[config.mk]
export PLATFORM = sky130hd
export DESIGN_NAME = wlf_command_reg
export DESIGN_NICKNAME = d
export VERILOG_FILES = /design/src/verilog/wlf_pkg.sv /design/src/verilog/wlf_wake_filter.sv /design/src/verilog/wlf_command_reg.sv
export SDC_FILE = /design/constraint.sdc
export NUM_CORES = 1
export LEC_CHECK = 0
export ABC_AREA = 1
export ABC_CLOCK_PERIOD_IN_PS = 3200
export BUFFER_PORTS_ARGS = -buffer_cell sky130_fd_sc_hd__buf_2
export CAP_MARGIN = 0
export CORE_UTILIZATION = 44
export CTS_CLUSTER_DIAMETER = 80
export CTS_CLUSTER_SIZE = 28
export DETAILED_ROUTE_END_ITERATION = 6
export PLACE_DENSITY = 0.88
export SYNTH_ARGS = -nofsm -noshare
export SYNTH_HDL_FRONTEND = slang
export SYNTH_SLANG_ARGS = --single-unit
[constraint.sdc]
create_clock -name pclk -period 3.2 [get_ports pclk]
set_clock_uncertainty 0.05 [all_clocks]
set_input_delay 0.16 -clock pclk [delete_from_list [all_inputs] [get_ports pclk]]
set_output_delay 0.16 -clock pclk [all_outputs]
set_load 0.1 [all_outputs]
[src/verilog/wlf_pkg.sv]
package wlf_pkg;

  // ****************************************************************
  // Register map
  // ****************************************************************
  localparam logic [7:0] CMD_OFFSET    = 8'h88;
  localparam logic [7:0] STATUS_OFFSET = 8'hF0;
  localparam int         ADDR_WIDTH    = 8;

  // ****************************************************************
  // Command register fields
  // ****************************************************************
  localparam int COLD_WAKE_BIT    = 31;
  localparam int AUX_LSB          = 28;
  localparam int AUX_MSB          = 30;
  localparam int LED_QUAD_BIT     = 23;
  localparam int RX_FIFO_LSB      = 21;
  localparam int RX_FIFO_MSB      = 22;
  localparam int PM_ENABLE_BIT    = 19;
  localparam int LAN_WAKE_BIT     = 18;
  localparam int PTR_RESET_BIT    = 6;
  localparam int EEPROM_LSB       = 16;

  // ****************************************************************
  // Status register fields
  // ****************************************************************
  localparam int ST_ASLEEP_BIT    = 0;
  localparam int ST_AUX_BIT       = 1;
  localparam int ST_CAP_TOP_BIT   = 2;
  localparam int ST_LOADED_BIT    = 3;

  // ****************************************************************
  // Field codes and reset values
  // ****************************************************************
  localparam logic [2:0]  AUX_375MA        = 3'h7;
  localparam logic [2:0]  AUX_NONE         = 3'h0;
  localparam logic [1:0]  RX_FIFO_1K       = 2'h3;
  localparam logic [1:0]  RX_FIFO_2K       = 2'h2;
  localparam logic [1:0]  RX_FIFO_RESET    = 2'h2;
  localparam logic        COLD_WAKE_RESET  = 1'h0;
  localparam logic        LED_QUAD_RESET   = 1'h0;
  localparam logic        PM_ENABLE_RESET  = 1'h0;
  localparam logic        LAN_WAKE_RESET   = 1'h0;
  // Value returned by the capabilities pointer when power management is on
  localparam logic [7:0]  CAP_PTR_VALUE    = 8'h50;

  // ****************************************************************
  // Bus timing
  // ****************************************************************
  localparam int APB_WAIT_CYCLES = 1;

endpackage

[src/verilog/wlf_wake_filter.sv]
`timescale 1ns/1ps
module wlf_wake_filter (
  // Clock and reset
  input  wire logic pclk,
  input  wire logic presetn,
  input  wire logic soft_reset,
  // Mode
  input  wire logic pm_enable,
  input  wire logic lan_wake_mode,
  // Received frame classes, one-cycle pulses
  input  wire logic magic_frame,
  input  wire logic unicast_match,
  input  wire logic multicast_match,
  // Result
  output logic      wake_event
);

  logic accept_any;
  logic accept_special;

  // Lan wake mode narrows the accepted set to magic frames only
  assign accept_special = (pm_enable | lan_wake_mode) & magic_frame;
  assign accept_any     = pm_enable & ~lan_wake_mode & (unicast_match | multicast_match);

  always_ff @(posedge pclk or negedge presetn) begin
    if (!presetn) begin
      wake_event <= 1'b0;
    end else if (soft_reset) begin
      wake_event <= 1'b0;
    end else begin
      wake_event <= accept_special | accept_any;
    end
  end
endmodule

[src/verilog/wlf_command_reg.sv]
`timescale 1ns/1ps
module wlf_command_reg (
  // Clock and reset
  input  wire logic        pclk,
  input  wire logic        presetn,
  input  wire logic        soft_reset,
  // APB slave
  input  wire logic        psel,
  input  wire logic        penable,
  input  wire logic        pwrite,
  input  wire logic [7:0]  paddr,
  input  wire logic [31:0] pwdata,
  output logic             pready,
  output logic [31:0]      prdata,
  output logic             pslverr,
  // EEPROM image
  input  wire logic        eeprom_load,
  input  wire logic [15:0] eeprom_upper,
  // Power and frame events
  input  wire logic        aux_power_present,
  input  wire logic        magic_frame,
  input  wire logic        unicast_match,
  input  wire logic        multicast_match,
  // Link state for LEDs
  input  wire logic        link_up,
  input  wire logic        speed_100,
  input  wire logic        activity,
  input  wire logic        full_duplex,
  input  wire logic        collision,
  // Controls to the rest of the device
  output logic             pm_cap_top,
  output logic [7:0]       cap_ptr,
  output logic             pci_config_cmd_status_bit20,
  output logic [1:0]       rx_fifo_size,
  output logic             rx_fifo_2k,
  output logic             asleep,
  output logic             pattern_ptr_clear,
  output logic [3:0]       led
);

  // ****************************************************************
  // Register state
  // ****************************************************************
  logic       cold_wake_support;
  logic [2:0] aux_current_load;
  logic       led_quad_select;
  logic [1:0] rx_fifo_code;
  logic       power_mgmt_enable;
  logic       lan_wake_sleep;
  logic       pattern_pointer_reset;
  logic       eeprom_loaded;
  logic       wake_event;

  logic       access;
  logic       cmd_hit;
  logic       status_hit;
  logic       cmd_write;
  logic       next_lan_wake;
  logic       wake_entry;
  logic [31:0] cmd_value;
  logic [31:0] status_value;

  // One wait state: pready rises in the second access cycle
  assign access     = psel & penable & pready;
  assign cmd_hit    = (paddr == wlf_pkg::CMD_OFFSET);
  assign status_hit = (paddr == wlf_pkg::STATUS_OFFSET);
  assign cmd_write  = access & pwrite & cmd_hit;

  // ****************************************************************
  // APB handshake
  // ****************************************************************
  always_ff @(posedge pclk or negedge presetn) begin
    if (!presetn) begin
      pready <= 1'b0;
    end else begin
      pready <= psel & penable & ~pready;
    end
  end

  always_ff @(posedge pclk or negedge presetn) begin
    if (!presetn) begin
      prdata  <= 32'h0;
      pslverr <= 1'b0;
    end else if (psel & penable & ~pready) begin
      pslverr <= ~(cmd_hit | status_hit);
      if (pwrite) begin
        prdata <= 32'h0;
      end else if (cmd_hit) begin
        prdata <= cmd_value;
      end else if (status_hit) begin
        prdata <= status_value;
      end else begin
        prdata <= 32'h0;
      end
    end else begin
      pslverr <= 1'b0;
    end
  end

  // Unlisted bits stay zero, so reserved positions read back as zero
  always_comb begin
    cmd_value = 32'h0;
    cmd_value[wlf_pkg::COLD_WAKE_BIT]                 = cold_wake_support;
    cmd_value[wlf_pkg::AUX_MSB:wlf_pkg::AUX_LSB]      = aux_current_load;
    cmd_value[wlf_pkg::LED_QUAD_BIT]                  = led_quad_select;
    cmd_value[wlf_pkg::RX_FIFO_MSB:wlf_pkg::RX_FIFO_LSB] = rx_fifo_code;
    cmd_value[wlf_pkg::PM_ENABLE_BIT]                 = power_mgmt_enable;
    cmd_value[wlf_pkg::LAN_WAKE_BIT]                  = lan_wake_sleep;
    cmd_value[wlf_pkg::PTR_RESET_BIT]                 = pattern_pointer_reset;
  end

  always_comb begin
    status_value = 32'h0;
    status_value[wlf_pkg::ST_ASLEEP_BIT]  = asleep;
    status_value[wlf_pkg::ST_AUX_BIT]     = aux_power_present;
    status_value[wlf_pkg::ST_CAP_TOP_BIT] = pm_cap_top;
    status_value[wlf_pkg::ST_LOADED_BIT]  = eeprom_loaded;
  end

  // ****************************************************************
  // Upper half: EEPROM image and software writes
  // ****************************************************************
  // A load and a write in one cycle: the EEPROM image wins, as it is a reset value
  always_ff @(posedge pclk or negedge presetn) begin
    if (!presetn) begin
      cold_wake_support <= wlf_pkg::COLD_WAKE_RESET;
      aux_current_load  <= wlf_pkg::AUX_NONE;
      led_quad_select   <= wlf_pkg::LED_QUAD_RESET;
      rx_fifo_code      <= wlf_pkg::RX_FIFO_RESET;
      power_mgmt_enable <= wlf_pkg::PM_ENABLE_RESET;
      eeprom_loaded     <= 1'b0;
    end else if (soft_reset) begin
      cold_wake_support <= wlf_pkg::COLD_WAKE_RESET;
      aux_current_load  <= wlf_pkg::AUX_NONE;
      led_quad_select   <= wlf_pkg::LED_QUAD_RESET;
      rx_fifo_code      <= wlf_pkg::RX_FIFO_RESET;
      power_mgmt_enable <= wlf_pkg::PM_ENABLE_RESET;
      eeprom_loaded     <= 1'b0;
    end else if (eeprom_load) begin
      cold_wake_support <= eeprom_upper[wlf_pkg::COLD_WAKE_BIT - wlf_pkg::EEPROM_LSB];
      aux_current_load  <= (eeprom_upper[wlf_pkg::COLD_WAKE_BIT - wlf_pkg::EEPROM_LSB] & aux_power_present)
                           ? wlf_pkg::AUX_375MA : wlf_pkg::AUX_NONE;
      led_quad_select   <= eeprom_upper[wlf_pkg::LED_QUAD_BIT - wlf_pkg::EEPROM_LSB];
      rx_fifo_code      <= eeprom_upper[wlf_pkg::RX_FIFO_MSB - wlf_pkg::EEPROM_LSB:
                                        wlf_pkg::RX_FIFO_LSB - wlf_pkg::EEPROM_LSB];
      power_mgmt_enable <= eeprom_upper[wlf_pkg::PM_ENABLE_BIT - wlf_pkg::EEPROM_LSB];
      eeprom_loaded     <= 1'b1;
    end else if (cmd_write) begin
      // Power management bit is read-only to software
      cold_wake_support <= pwdata[wlf_pkg::COLD_WAKE_BIT];
      aux_current_load  <= pwdata[wlf_pkg::AUX_MSB:wlf_pkg::AUX_LSB];
      led_quad_select   <= pwdata[wlf_pkg::LED_QUAD_BIT];
      rx_fifo_code      <= pwdata[wlf_pkg::RX_FIFO_MSB:wlf_pkg::RX_FIFO_LSB];
    end
  end

  // ****************************************************************
  // Sleep entry and exit
  // ****************************************************************
  always_comb begin
    next_lan_wake = lan_wake_sleep;
    if (eeprom_load) begin
      next_lan_wake = eeprom_upper[wlf_pkg::LAN_WAKE_BIT - wlf_pkg::EEPROM_LSB];
    end else if (cmd_write) begin
      next_lan_wake = pwdata[wlf_pkg::LAN_WAKE_BIT];
    end
  end

  assign wake_entry = next_lan_wake & ~lan_wake_sleep;

  always_ff @(posedge pclk or negedge presetn) begin
    if (!presetn) begin
      lan_wake_sleep <= wlf_pkg::LAN_WAKE_RESET;
    end else if (soft_reset) begin
      lan_wake_sleep <= wlf_pkg::LAN_WAKE_RESET;
    end else begin
      lan_wake_sleep <= next_lan_wake;
    end
  end

  // Entering sleep in the wake cycle wins, so a fresh request is not lost
  always_ff @(posedge pclk or negedge presetn) begin
    if (!presetn) begin
      asleep <= 1'b0;
    end else if (soft_reset) begin
      asleep <= 1'b0;
    end else if (wake_entry) begin
      asleep <= 1'b1;
    end else if (!next_lan_wake || wake_event) begin
      asleep <= 1'b0;
    end
  end

  wlf_wake_filter u_wake_filter (
    .pclk            (pclk),
    .presetn         (presetn),
    .soft_reset      (soft_reset),
    .pm_enable       (power_mgmt_enable),
    .lan_wake_mode   (lan_wake_sleep),
    .magic_frame     (magic_frame),
    .unicast_match   (unicast_match),
    .multicast_match (multicast_match),
    .wake_event      (wake_event)
  );

  // ****************************************************************
  // Pattern pointer reset, self clearing
  // ****************************************************************
  always_ff @(posedge pclk or negedge presetn) begin
    if (!presetn) begin
      pattern_pointer_reset <= 1'b0;
      pattern_ptr_clear     <= 1'b0;
    end else begin
      pattern_pointer_reset <= cmd_write & pwdata[wlf_pkg::PTR_RESET_BIT];
      pattern_ptr_clear     <= cmd_write & pwdata[wlf_pkg::PTR_RESET_BIT];
    end
  end

  // ****************************************************************
  // Derived outputs
  // ****************************************************************
  always_ff @(posedge pclk or negedge presetn) begin
    if (!presetn) begin
      pm_cap_top                  <= 1'b0;
      cap_ptr                     <= 8'h00;
      pci_config_cmd_status_bit20 <= 1'b0;
      rx_fifo_size                <= wlf_pkg::RX_FIFO_RESET;
      rx_fifo_2k                  <= 1'b1;
    end else begin
      pm_cap_top                  <= cold_wake_support & aux_power_present;
      cap_ptr                     <= power_mgmt_enable ? wlf_pkg::CAP_PTR_VALUE : 8'h00;
      pci_config_cmd_status_bit20 <= power_mgmt_enable;
      rx_fifo_size                <= rx_fifo_code;
      // Reserved codes fall back to the larger size
      rx_fifo_2k                  <= (rx_fifo_code != wlf_pkg::RX_FIFO_1K);
    end
  end

  // LED map: quad mode splits link by speed and gives activity its own LED
  always_ff @(posedge pclk or negedge presetn) begin
    if (!presetn) begin
      led <= 4'h0;
    end else if (led_quad_select) begin
      led <= {full_duplex | collision, activity, link_up & ~speed_100, link_up & speed_100};
    end else begin
      led <= {1'b0, full_duplex | collision, link_up & ~activity, speed_100};
    end
  end
endmodule

==> summary.md, run 1 <==
| Metric | Value |
|---|---|
| RSZ-0062 raised after global routing | false |
| Synthesis-to-finish area growth | 20.3% |
| Fin. Hold Viols | 0 |
| RePlAce Congestion | 0.747 |
| Synthesized instance count | 207 |
| CP Launch Point | pready |
| Crit path kind | reg2reg |
| I/O pin cnt | 125 |
| Rel. slew slack | 46.0% |
| Status | finished clean |
| Worst skew pair latency | 0.29 ns |
| Vias/cell | 4.80 |
| CTS tree | done |
| Post-Syn Area | 0.00181 mm^2 |
| Fmax | 681 MHz |
| Width of the chip | 66.1 um |
| Mux cell area share after synthesis | 0% |
| Final setup viols | 0 |
| Final std cell area, no fill | 0.00217 mm^2 |
| Worst-path cell chain | or2_1 > clkinv_4 > nand3_1 > o21ai_0 |
| Critical path data required time | 3.32 ns |
| Vias in the first global route | 1,434 |
| Fillers | 340 |
| First-pass GRT wire length | 6380 um |
| Worst Setup Start Kind | flip-flop |
| DPL Wire Length | 2940 um |
| DRC Markers | 0 |
| Clk buf depth | 2 |
| Setup bufs post-CTS | 0 |
| Kind of end point of the critical path | flip-flop |
| End of the worst hold path | pattern_pointer_reset |
| XOR/XNOR share of the synthesized area | 0% |
| Aggregate routed wire length | 3980 um |
| Placed cell area | 0.00205 mm^2 |
| Fin crit period | 1.47 ns |
| Initial antenna violation count | 0 |
| Post-place setup slack | 1.72 ns |
| Final TNS setup | 0 ns |
| Worst R2R Path Depth | 4 |
| Synthesized flop and latch total | 38 |
| Hold path depth | 3 |
| Share of cells above drive strength 1 | 29.3% |
| Synth Area in Adders | 0% |
| Pre-antenna DRT Iters | 4 |
| Final hold slack | 0.0202 ns |
| Total GRT Usage | 19.6% |
| Synth Area in Compound Gates | 9.97% |
| Hold path start | pwdata[6] |
| CP peak stage delay | 0.46 ns |
| Max FO, Critical Path | 16 |
| Min-delay worst type | in2reg |
| RR Startpoint | pready |
| Iteration-0 DRC Markers | 125 |
| Unique masters post-synth | 23 |
| Crit-path slowest cell | or2_1 |
| Inserted Diodes | 0 |
| Seq. cell area | 955 um^2 |
| H-Tree Depth | 2 |
| Max cap viols | 0 |
| Via count | 1,554 |
| Crit path buf inv count | 1 |
| Die area | 0.00437 mm^2 |
| DRT antenna net count | 0 |
| Area occupied by multi-input gates | 623 um^2 |
| VDD IR max | 0.254 mV |
| # rows | 22 |
| Hold buffer count at CTS | 2 |
| TritonCTS buffer count | 5 |
| Starting density of the core | 47.6% |
| Root Buffer Master | clkbuf_8 |
| Max-slew violations | 0 |
| GR Overflow Total | 0 |
| Largest family of logic cells by synthesized area | simple AND/OR/NAND/NOR gates |
| Reg-to-Reg End | prdata[3] |
| Commonest non-fill, non-tap cells in the layout | buf_2 (67), dfrtp_1 (35), nand2_1 (33) |
| Crit-path leading delay family | simple AND/OR/NAND/NOR gates |
| Commonest non-fill, non-tap cell in the layout | buf_2 |
| # port buffers | 67 |
| Sequential element share of the synthesized area | 52.8% |
| Reg2Reg Setup Slack | 1.73 ns |
| Leak | 1.19 nW |
| Chip Height | 66.1 um |
| Core footprint | 0.00380 mm^2 |
| # nets final | 347 |
| Area share of and/or/nand/nor cells after synthesis | 19.5% |
| Ys Warns | 0 |
| Final WS setup | 1.73 ns |
| Critical Path AT | 1.59 ns |
| Maximum number of pins on one net before global-route repair | 39 |
| Cell Pwr Density | 577 mW/mm^2 |
| Mean Syn Cell Area | 8.73 um^2 |
| Wire per inst | 12.3 um |
| Worst slew pin tran | 0.810 ns |
| Clock Sinks | 38 |
| Fin crit share | 45.9% |
| Reg clk slew, reported paths | 0.07 ns |
| Resized cells post-CTS | 0 |
-- metrics by stage --
stage	instances	utilization (%)	power, mW
finish	324	57.2	1.25
CTS	324	57.2	1.26
detailed placement	314	53.9	0.862
global placement	314	53.9	0.855
global route	324	57.2	1.30
floorplan	230	-	0.829
-- power by group --
part,switching (mW),internal (mW)
Combinational,0.289,0.0455
Clock,0.169,0.229
Sequential,0.0156,0.507
Total,0.473,0.781
-- cell families after synthesis --
kind of cell	count (synthesis)
AO/OA/AOI/OAI	33
AND/OR/NAND/NOR	86
buffers and inverters	49
flip-flops	38
other	1
-- synthesized netlist by cell type --
master | n | area (um^2)
a21oi_1 | 11 | 55.1
a22oi_1 | 3 | 22.5
buf_12 | 1 | 20.0
buf_2 | 2 | 10.0
buf_4 | 27 | 203
buf_6 | 1 | 11.3
clkinv_4 | 1 | 8.76
conb_1 | 1 | 3.75
dfrtp_1 | 35 | 876
dfstp_2 | 3 | 78.8
inv_1 | 17 | 63.8
nand2_1 | 33 | 124
nand2_2 | 1 | 6.26
nand3_1 | 17 | 85.1
nand4_1 | 1 | 6.26
nor2_1 | 32 | 120
nor3_1 | 1 | 5.00
o21a_1 | 1 | 7.51
o21ai_0 | 9 | 45.0
o21ai_1 | 7 | 35.0
o21ai_2 | 1 | 8.76
o22ai_1 | 1 | 6.26
or2_1 | 1 | 6.26
-- worst max path at each step --
stage,slack [ns],cells past startpoint,endpoint
floorplan,1.40,7,rx_fifo_code[0]
global placement,1.78,4,prdata[1]
detailed placement,1.72,4,prdata[3]
CTS,1.72,4,prdata[3]
global route,1.58,4,prdata[3]
finish,1.73,4,prdata[3]
-- routing by layer --
metal	routed length, um	vias up	track usage [%]
li1	-	746	-
met1	1570	731	23.9
met2	2050	64	32.3
met3	231	13	4.66
met4	125	0	9.31
met5	0	-	0
-- state kept, by name, summed over array words and instances, names as in the netlist, 2 cells and up --
signal            flops
led                   4
prdata               14
rx_fifo_size          2
rx_fifo_code          2
aux_current_load      3
-- final cells by class --
| class | count | area share, % |
|---|---|---|
| sequential | 38 | 43.9 |
| tap | 48 | 2.76 |
| timing repair buffer | 69 | 16.3 |
| clock buffer | 5 | 3.16 |
| multi-input combinational | 143 | 28.7 |
| inverter | 18 | 3.34 |
| clock inverter | 3 | 1.84 |
-- worst min-delay path, cell delays in order --
cell and delay (ns):
buf_2 0.10, inv_1 0.04, nor2_1 0.03
Note: power is estimated with default switching activity, not from simulation.
==> run 2: changes to the inputs <==
--- a/config.mk
+++ b/config.mk
@@ -5,15 +5,15 @@
 export SDC_FILE = /design/constraint.sdc
 export NUM_CORES = 1
 export LEC_CHECK = 0
-export ABC_AREA = 1
-export ABC_CLOCK_PERIOD_IN_PS = 3200
+export ABC_AREA = 0
+export ABC_CLOCK_PERIOD_IN_PS = 1300
 export BUFFER_PORTS_ARGS = -buffer_cell sky130_fd_sc_hd__buf_2
 export CAP_MARGIN = 0
-export CORE_UTILIZATION = 44
+export CORE_UTILIZATION = 37
 export CTS_CLUSTER_DIAMETER = 80
 export CTS_CLUSTER_SIZE = 28
 export DETAILED_ROUTE_END_ITERATION = 6
-export PLACE_DENSITY = 0.88
+export PLACE_DENSITY = 0.79
 export SYNTH_ARGS = -nofsm -noshare
 export SYNTH_HDL_FRONTEND = slang
 export SYNTH_SLANG_ARGS = --single-unit
==> constraint.sdc (replaced) <==
create_clock -name pclk -period 1.3 [get_ports pclk]
set_clock_uncertainty 0.05 [all_clocks]
set_input_delay 0.065 -clock pclk [delete_from_list [all_inputs] [get_ports pclk]]
set_output_delay 0.065 -clock pclk [all_outputs]
set_load 0.1 [all_outputs]
==> run 2 against run 1 <==
The run now ends with design-rule violations, negative hold slack, negative setup slack left. Fmax grew 1.3%. Synthesized area shrank 0.28%. Non-clock buffer count grew 26. Global-route usage shrank 4.0 points. Setup slack lost 1.9 ns. First-iteration DRC count shrank 38%.
==> summary.md, run 2 <==
| Metric | Value |
|---|---|
| Met2 wire len | 1850 um |
| Fin crit period | 1.45 ns |
| Max cap viols | 0 |
| Kind of end point of the critical path | flip-flop |
| Unique masters post-synth | 43 |
| Area occupied by multi-input gates | 731 um^2 |
| Fin crit share | 112% |
| Worst skew pair latency | 0.28 ns |
| Pre-antenna DRT Iters | 6 |
| RePlAce Congestion | 0.883 |
| Mean Syn Cell Area | 11.3 um^2 |
| Leak | 1.32 nW |
| Largest cells by area after synthesis | dfrtp_1 (49%), buf_4 (11%), a22o_1 (6.8%) |
| Synthesized flop and latch total | 38 |
| Min-delay worst type | in2reg |
| DPL Wire Length | 2980 um |
| Crit-path slowest cell | dfrtp_4 |
| Reg clk slew, reported paths | 0.07 ns |
| Failing checks | design-rule violations, negative hold slack, negative setup slack |
| # nets final | 322 |
| Chip Height | 71.8 um |
| Ys Warns | 0 |
| Final WS setup | -0.150 ns |
| Synth area leader | dfrtp_1 |
| DRT antenna net count | 0 |
| Worst-path cell chain | buf_6 > nand4_1 > nor3_4 > buf_6 > o311a_1 |
| Vias in the first global route | 1,279 |
| TritonCTS buffer count | 5 |
| Commonest non-fill, non-tap cell in the layout | buf_2 |
| H-Tree Depth | 2 |
| Max-slew violations | 0 |
| Status | finished with violations |
| Crit path kind | reg2reg |
| RR Startpoint | pready |
| Reg with most FFs | prdata |
| Hold path depth | 3 |
| # rows | 25 |
| Iteration-0 DRC Markers | 77 |
| Count leader, synth | dfrtp_1 |
| Critical Path AT | 1.58 ns |
| Final hold slack | -0.00254 ns |
| Die area | 0.00516 mm^2 |
| Clock Sinks | 38 |
| Starting density of the core | 38.4% |
| I/O pin cnt | 125 |
| Sequential element share of the synthesized area | 52.9% |
| Fin. Hold Viols | 1 |
| Hold path start | pwdata[29] |
| Synthesized instance count | 159 |
| Aggregate routed wire length | 3940 um |
| End of the worst hold path | aux_current_load[1] |
| Seq. cell area | 961 um^2 |
| Tot Pwr | 3.04 mW |
| RSZ-0062 raised after global routing | true |
| Largest registers | prdata (14), led (4), aux_current_load (3) |
| CTS tree | done |
| Root Buffer Master | clkbuf_8 |
| Maximum number of pins on one net before global-route repair | 22 |
| Total GRT Usage | 15.6% |
| Synth async-reset ratio | 100% |
| VDD IR max | 0.494 mV |
| Inserted Diodes | 0 |
| Fmax | 690 MHz |
| Commonest non-fill, non-tap cells in the layout | buf_2 (64), dfrtp_1 (32), conb_1 (24) |
| Post-synth EDFFs | 0 |
| Worst path most repeated cell | buf_6 |
| Reg2Reg Setup Slack | -0.15 ns |
| Synthesis-to-finish area growth | 40.3% |
| Worst R2R Path Depth | 5 |
| Top cell type's share of synthesized area | 48.6% |
| Met3 WL post-DR | 279 um |
| Reg-to-Reg End | led_quad_select |
| Share of cells above drive strength 1 | 45.0% |
| Core footprint | 0.00469 mm^2 |
| Post-place setup slack | -0.325 ns |
| CP peak stage delay | 0.49 ns |
| Clk buf depth | 2 |
| Post-Syn Area | 0.00180 mm^2 |
| # port buffers | 67 |
| Critical path data required time | 1.43 ns |
| Top Layer Used | met4 |
| Worst Setup Start Kind | flip-flop |
| Fillers | 416 |
| Width of the chip | 71.8 um |
| Vias/cell | 4.95 |
| Commonest cells in the netlist | dfrtp_1 (35), buf_4 (26), a22o_1 (14) |
| Final setup viols | 24 |
| DRC Markers | 2 |
| Top_reg_cell synth | dfrtp_1 |
| Max reg flops | 14 |
| Wire per inst | 12.9 um |
| Max FO, Critical Path | 4 |
| DRT met1 WL | 1760 um |
| GR Overflow Total | 0 |
| Via count | 1,509 |
| Initial antenna violation count | 0 |
| Cell Pwr Density | 1200 mW/mm^2 |
| First-pass GRT wire length | 6060 um |
-- run 2: critical path, delay by kind of cell (launching register included) --
| kind | cells | cell delay (ns) |
|---|---|---|
| buf+inv | 2 | 0.26 |
| simple gates | 2 | 0.27 |
| compound gates | 1 | 0.27 |
| flops | 1 | 0.49 |
-- run 2: worst max path at each step --
stage                          endpoint      from  depth (start not counted)
finish                  led_quad_select    pready                          5
detailed placement  aux_current_load[0]  paddr[4]                          5
global route            led_quad_select    pready                          5
floorplan                     prdata[6]    pready                          3
global placement                 asleep  paddr[4]                          5
CTS                          prdata[18]    pready                          3
-- run 2: metrics by stage --
stage	setup TNS [ns]	util (%)	cells	hold slack [ns]	instance area (um^2)
after floorplan	-6.67	-	182	-0.281	1920
after global placement	-5.13	48.3	286	-0.0295	2270
after detailed placement	-5.80	48.3	286	-0.0225	2270
after CTS	-2.39	52.8	303	0.00304	2480
after global routing	-4.04	53.9	305	0.0175	2530
final	-2.65	53.9	305	-0.00254	2530
-- run 2: layer usage --
layer	vias to the layer above	global-route usage [%]
met5	-	0
met4	0	5.88
met3	6	4.36
met2	67	23.3
met1	721	21.7
li1	715	-
-- run 2: kinds of logic (layout without fill, tap and decap cells) --
kind of cell | after synthesis | after routing | synth area share, %
simple gates | 41 | 41 | 14.6
buf+inv | 40 | 109 | 14.2
compound gates | 38 | 38 | 17.5
flops | 38 | 38 | 52.9
other cells | 1 | 24 | 0.208
mux | 1 | 1 | 0.555
-- run 2: cell type report --
cell class	count	area share, %
clock buffers	5	2.72
clock inverters	3	1.58
inverters	6	0.891
multi-input cells	104	28.9
flip-flops and latches	38	38.0
well taps	54	2.67
repair buffers	95	25.2
-- run 2: what timing repair did --
| action | in CTS | in global routing |
|---|---|---|
| hold buffers | 8 | 0 |
| gates resized for setup | 3 | 7 |
| setup endpoints to repair | 24 | 25 |
| buffers inserted | 1 | 5 |
| pin swaps | 2 | 2 |
| hold endpoints to repair | 24 | 0 |
-- run 2: power by group --
part	switching, mW	internal [mW]	total (mW)
Clock	0.399	0.564	0.963
Combinational	0.646	0.169	0.815
Sequential	0.0313	1.23	1.26
==> run 3: changes to the inputs <==
--- a/config.mk
+++ b/config.mk
@@ -13,7 +13,7 @@
 export CTS_CLUSTER_DIAMETER = 80
 export CTS_CLUSTER_SIZE = 28
 export DETAILED_ROUTE_END_ITERATION = 6
-export PLACE_DENSITY = 0.79
+export PLACE_DENSITY = 0.76
 export SYNTH_ARGS = -nofsm -noshare
 export SYNTH_HDL_FRONTEND = slang
 export SYNTH_SLANG_ARGS = --single-unit
==> run 3 against run 2 <==
The run ends with design-rule violations, negative setup slack left. Non-clock buffer count increased by 1. Clock power up 26%. Sequential cell count is the same. Cell area grew 1.3%. Setup slack better by 0.0021 ns. First-iteration DRC count increased by 70%. Worst hold slack better by 0.011 ns. Die area stayed put. Via count is 1.8% higher. Core utilization grew 0.69 points.
==> summary.md, run 3 (synthesis results as in run 2) <==
| Metric | Value |
|---|---|
| Vias in the first global route | 1,417 |
| Clk buf depth | 2 |
| GR Overflow Total | 0 |
| GR peak layer | met2 |
| Critical Path AT | 1.62 ns |
| Clock share of power | 36.7% |
| Width of the chip | 71.8 um |
| Cell Pwr Density | 1290 mW/mm^2 |
| Reg with most FFs | prdata |
| DRT antenna net count | 0 |
| # nets final | 323 |
| Clock Sinks | 38 |
| Failing checks | design-rule violations, negative setup slack |
| Aggregate routed wire length | 4180 um |
| Chip Height | 71.8 um |
| Reg clk slew, reported paths | 0.07 ns |
| Logic gate share of total power | 24.9% |
| Final std cell area, no fill | 0.00256 mm^2 |
| Worst skew pair latency | 0.28 ns |
| Sequential Power Share | 38.4% |
| Kind of end point of the critical path | flip-flop |
| Fin. Hold Viols | 0 |
| Critical path data required time | 1.48 ns |
| Commonest non-fill, non-tap cell in the layout | buf_2 |
| Status | finished with violations |
| Max FO, Critical Path | 10 |
| RePlAce Congestion | 0.915 |
| # port buffers | 67 |
| Fin crit share | 111% |
| Met2 Use GR | 26.2% |
| Non-Filler Instances | 306 |
| Iteration-0 DRC Markers | 131 |
| H-Tree Depth | 2 |
| Final WS setup | -0.148 ns |
| Max cap viols | 0 |
| Final hold slack | 0.00824 ns |
| Via count | 1,536 |
| Max-slew violations | 0 |
| Wire per inst | 13.6 um |
| Met3 Use GR | 3.94% |
| Die area | 0.00516 mm^2 |
| First-pass GRT wire length | 6760 um |
| VDD IR max | 0.540 mV |
| Crit path kind | reg2reg |
| Initial antenna violation count | 0 |
| Largest registers | prdata (14), led (4), aux_current_load (3) |
| Pint | 2.22 mW |
| # rows | 25 |
| Maximum number of pins on one net before global-route repair | 20 |
| Starting density of the core | 38.4% |
| Total GRT Usage | 17.1% |
| Leak | 1.33 nW |
| Switching power | 1.08 mW |
| Placed cell area | 0.00225 mm^2 |
| Root Buffer Master | clkbuf_8 |
| Switching share of power | 32.7% |
| Commonest non-fill, non-tap cells in the layout | buf_2 (65), dfrtp_1 (32), conb_1 (24) |
| Post-place setup slack | -0.294 ns |
| Core footprint | 0.00469 mm^2 |
| DPL Wire Length | 3060 um |
| RSZ-0062 raised after global routing | true |
| Fin util | 54.6% |
| Pre-antenna DRT Iters | 6 |
| TritonCTS buffer count | 5 |
| Final TNS setup | -1.87 ns |
| Fin crit period | 1.45 ns |
| Max reg flops | 14 |
| Vias/cell | 5.02 |
| CTS tree | done |
| Inserted Diodes | 0 |
| Min-delay worst type | in2reg |
| Tot Pwr | 3.30 mW |
| Synthesis-to-finish area growth | 42.1% |
| Final setup viols | 17 |
| Met1 Use GR | 22.7% |
| Worst Setup Start Kind | flip-flop |
| DRC Markers | 2 |
| DP Cell Count | 286 |
| Share of cells above drive strength 1 | 44.0% |
| I/O pin cnt | 125 |
| Fmax | 691 MHz |
run 3: power groups by stage:
stage	Clock, mW	Sequential, mW	Combinational (mW)
5_1_grt	1.29	1.27	0.862
3_5_place_dp	0	1.29	0.779
4_1_cts	1.24	1.26	0.803
2_1_floorplan	0	1.45	0.489
6_report	1.21	1.27	0.821
3_3_place_gp	0	1.28	0.772
run 3: critical path: stages, from the launching register on:
cell and delay (ns):
dfrtp_4 0.50, nand3b_1 0.19, buf_6 0.15, nor4_4 0.18, buf_6 0.19, a22o_1 0.13
run 3: worst paths after layout:
kind	slack (ns)	from	cells after the start	end
worst max-delay path	-0.15	pready	5	prdata[18]
worst min-delay path	0.008	pwdata[29]	3	aux_current_load[1]
worst max register to register	-0.15	pready	5	prdata[18]
worst min register to register	0.34	rx_fifo_code[1]	0	rx_fifo_size[1]
max in group asynchronous	0.48	presetn	3	cap_ptr[4]
min in group asynchronous	0.19	presetn	2	prdata[22]
run 3: final cells by class:
cell class | instances | area (um^2)
flip-flops and latches | 38 | 961
inverters | 6 | 22.5
clock inverters | 2 | 60.1
fillers | 391 | 2130
multi-input cells | 104 | 734
clock buffers | 6 | 82.6
repair buffers | 96 | 633
well taps | 54 | 67.6
run 3: layer usage:
layer / wire (um) / vias up
met3: 234 / 11
li1: - / 716
met2: 2060 / 76
met4: 99 / 0
met5: 0 / -
met1: 1790 / 733
run 3: what timing repair did:
item | CTS | global route
pin swaps | 2 | 6
gates cloned | 0 | 1
hold buffers | 9 | 0
setup buffers | 1 | 3
endpoints found under the hold margin | 25 | 0
setup endpoints to repair | 15 | 25
gates resized for setup | 3 | 7
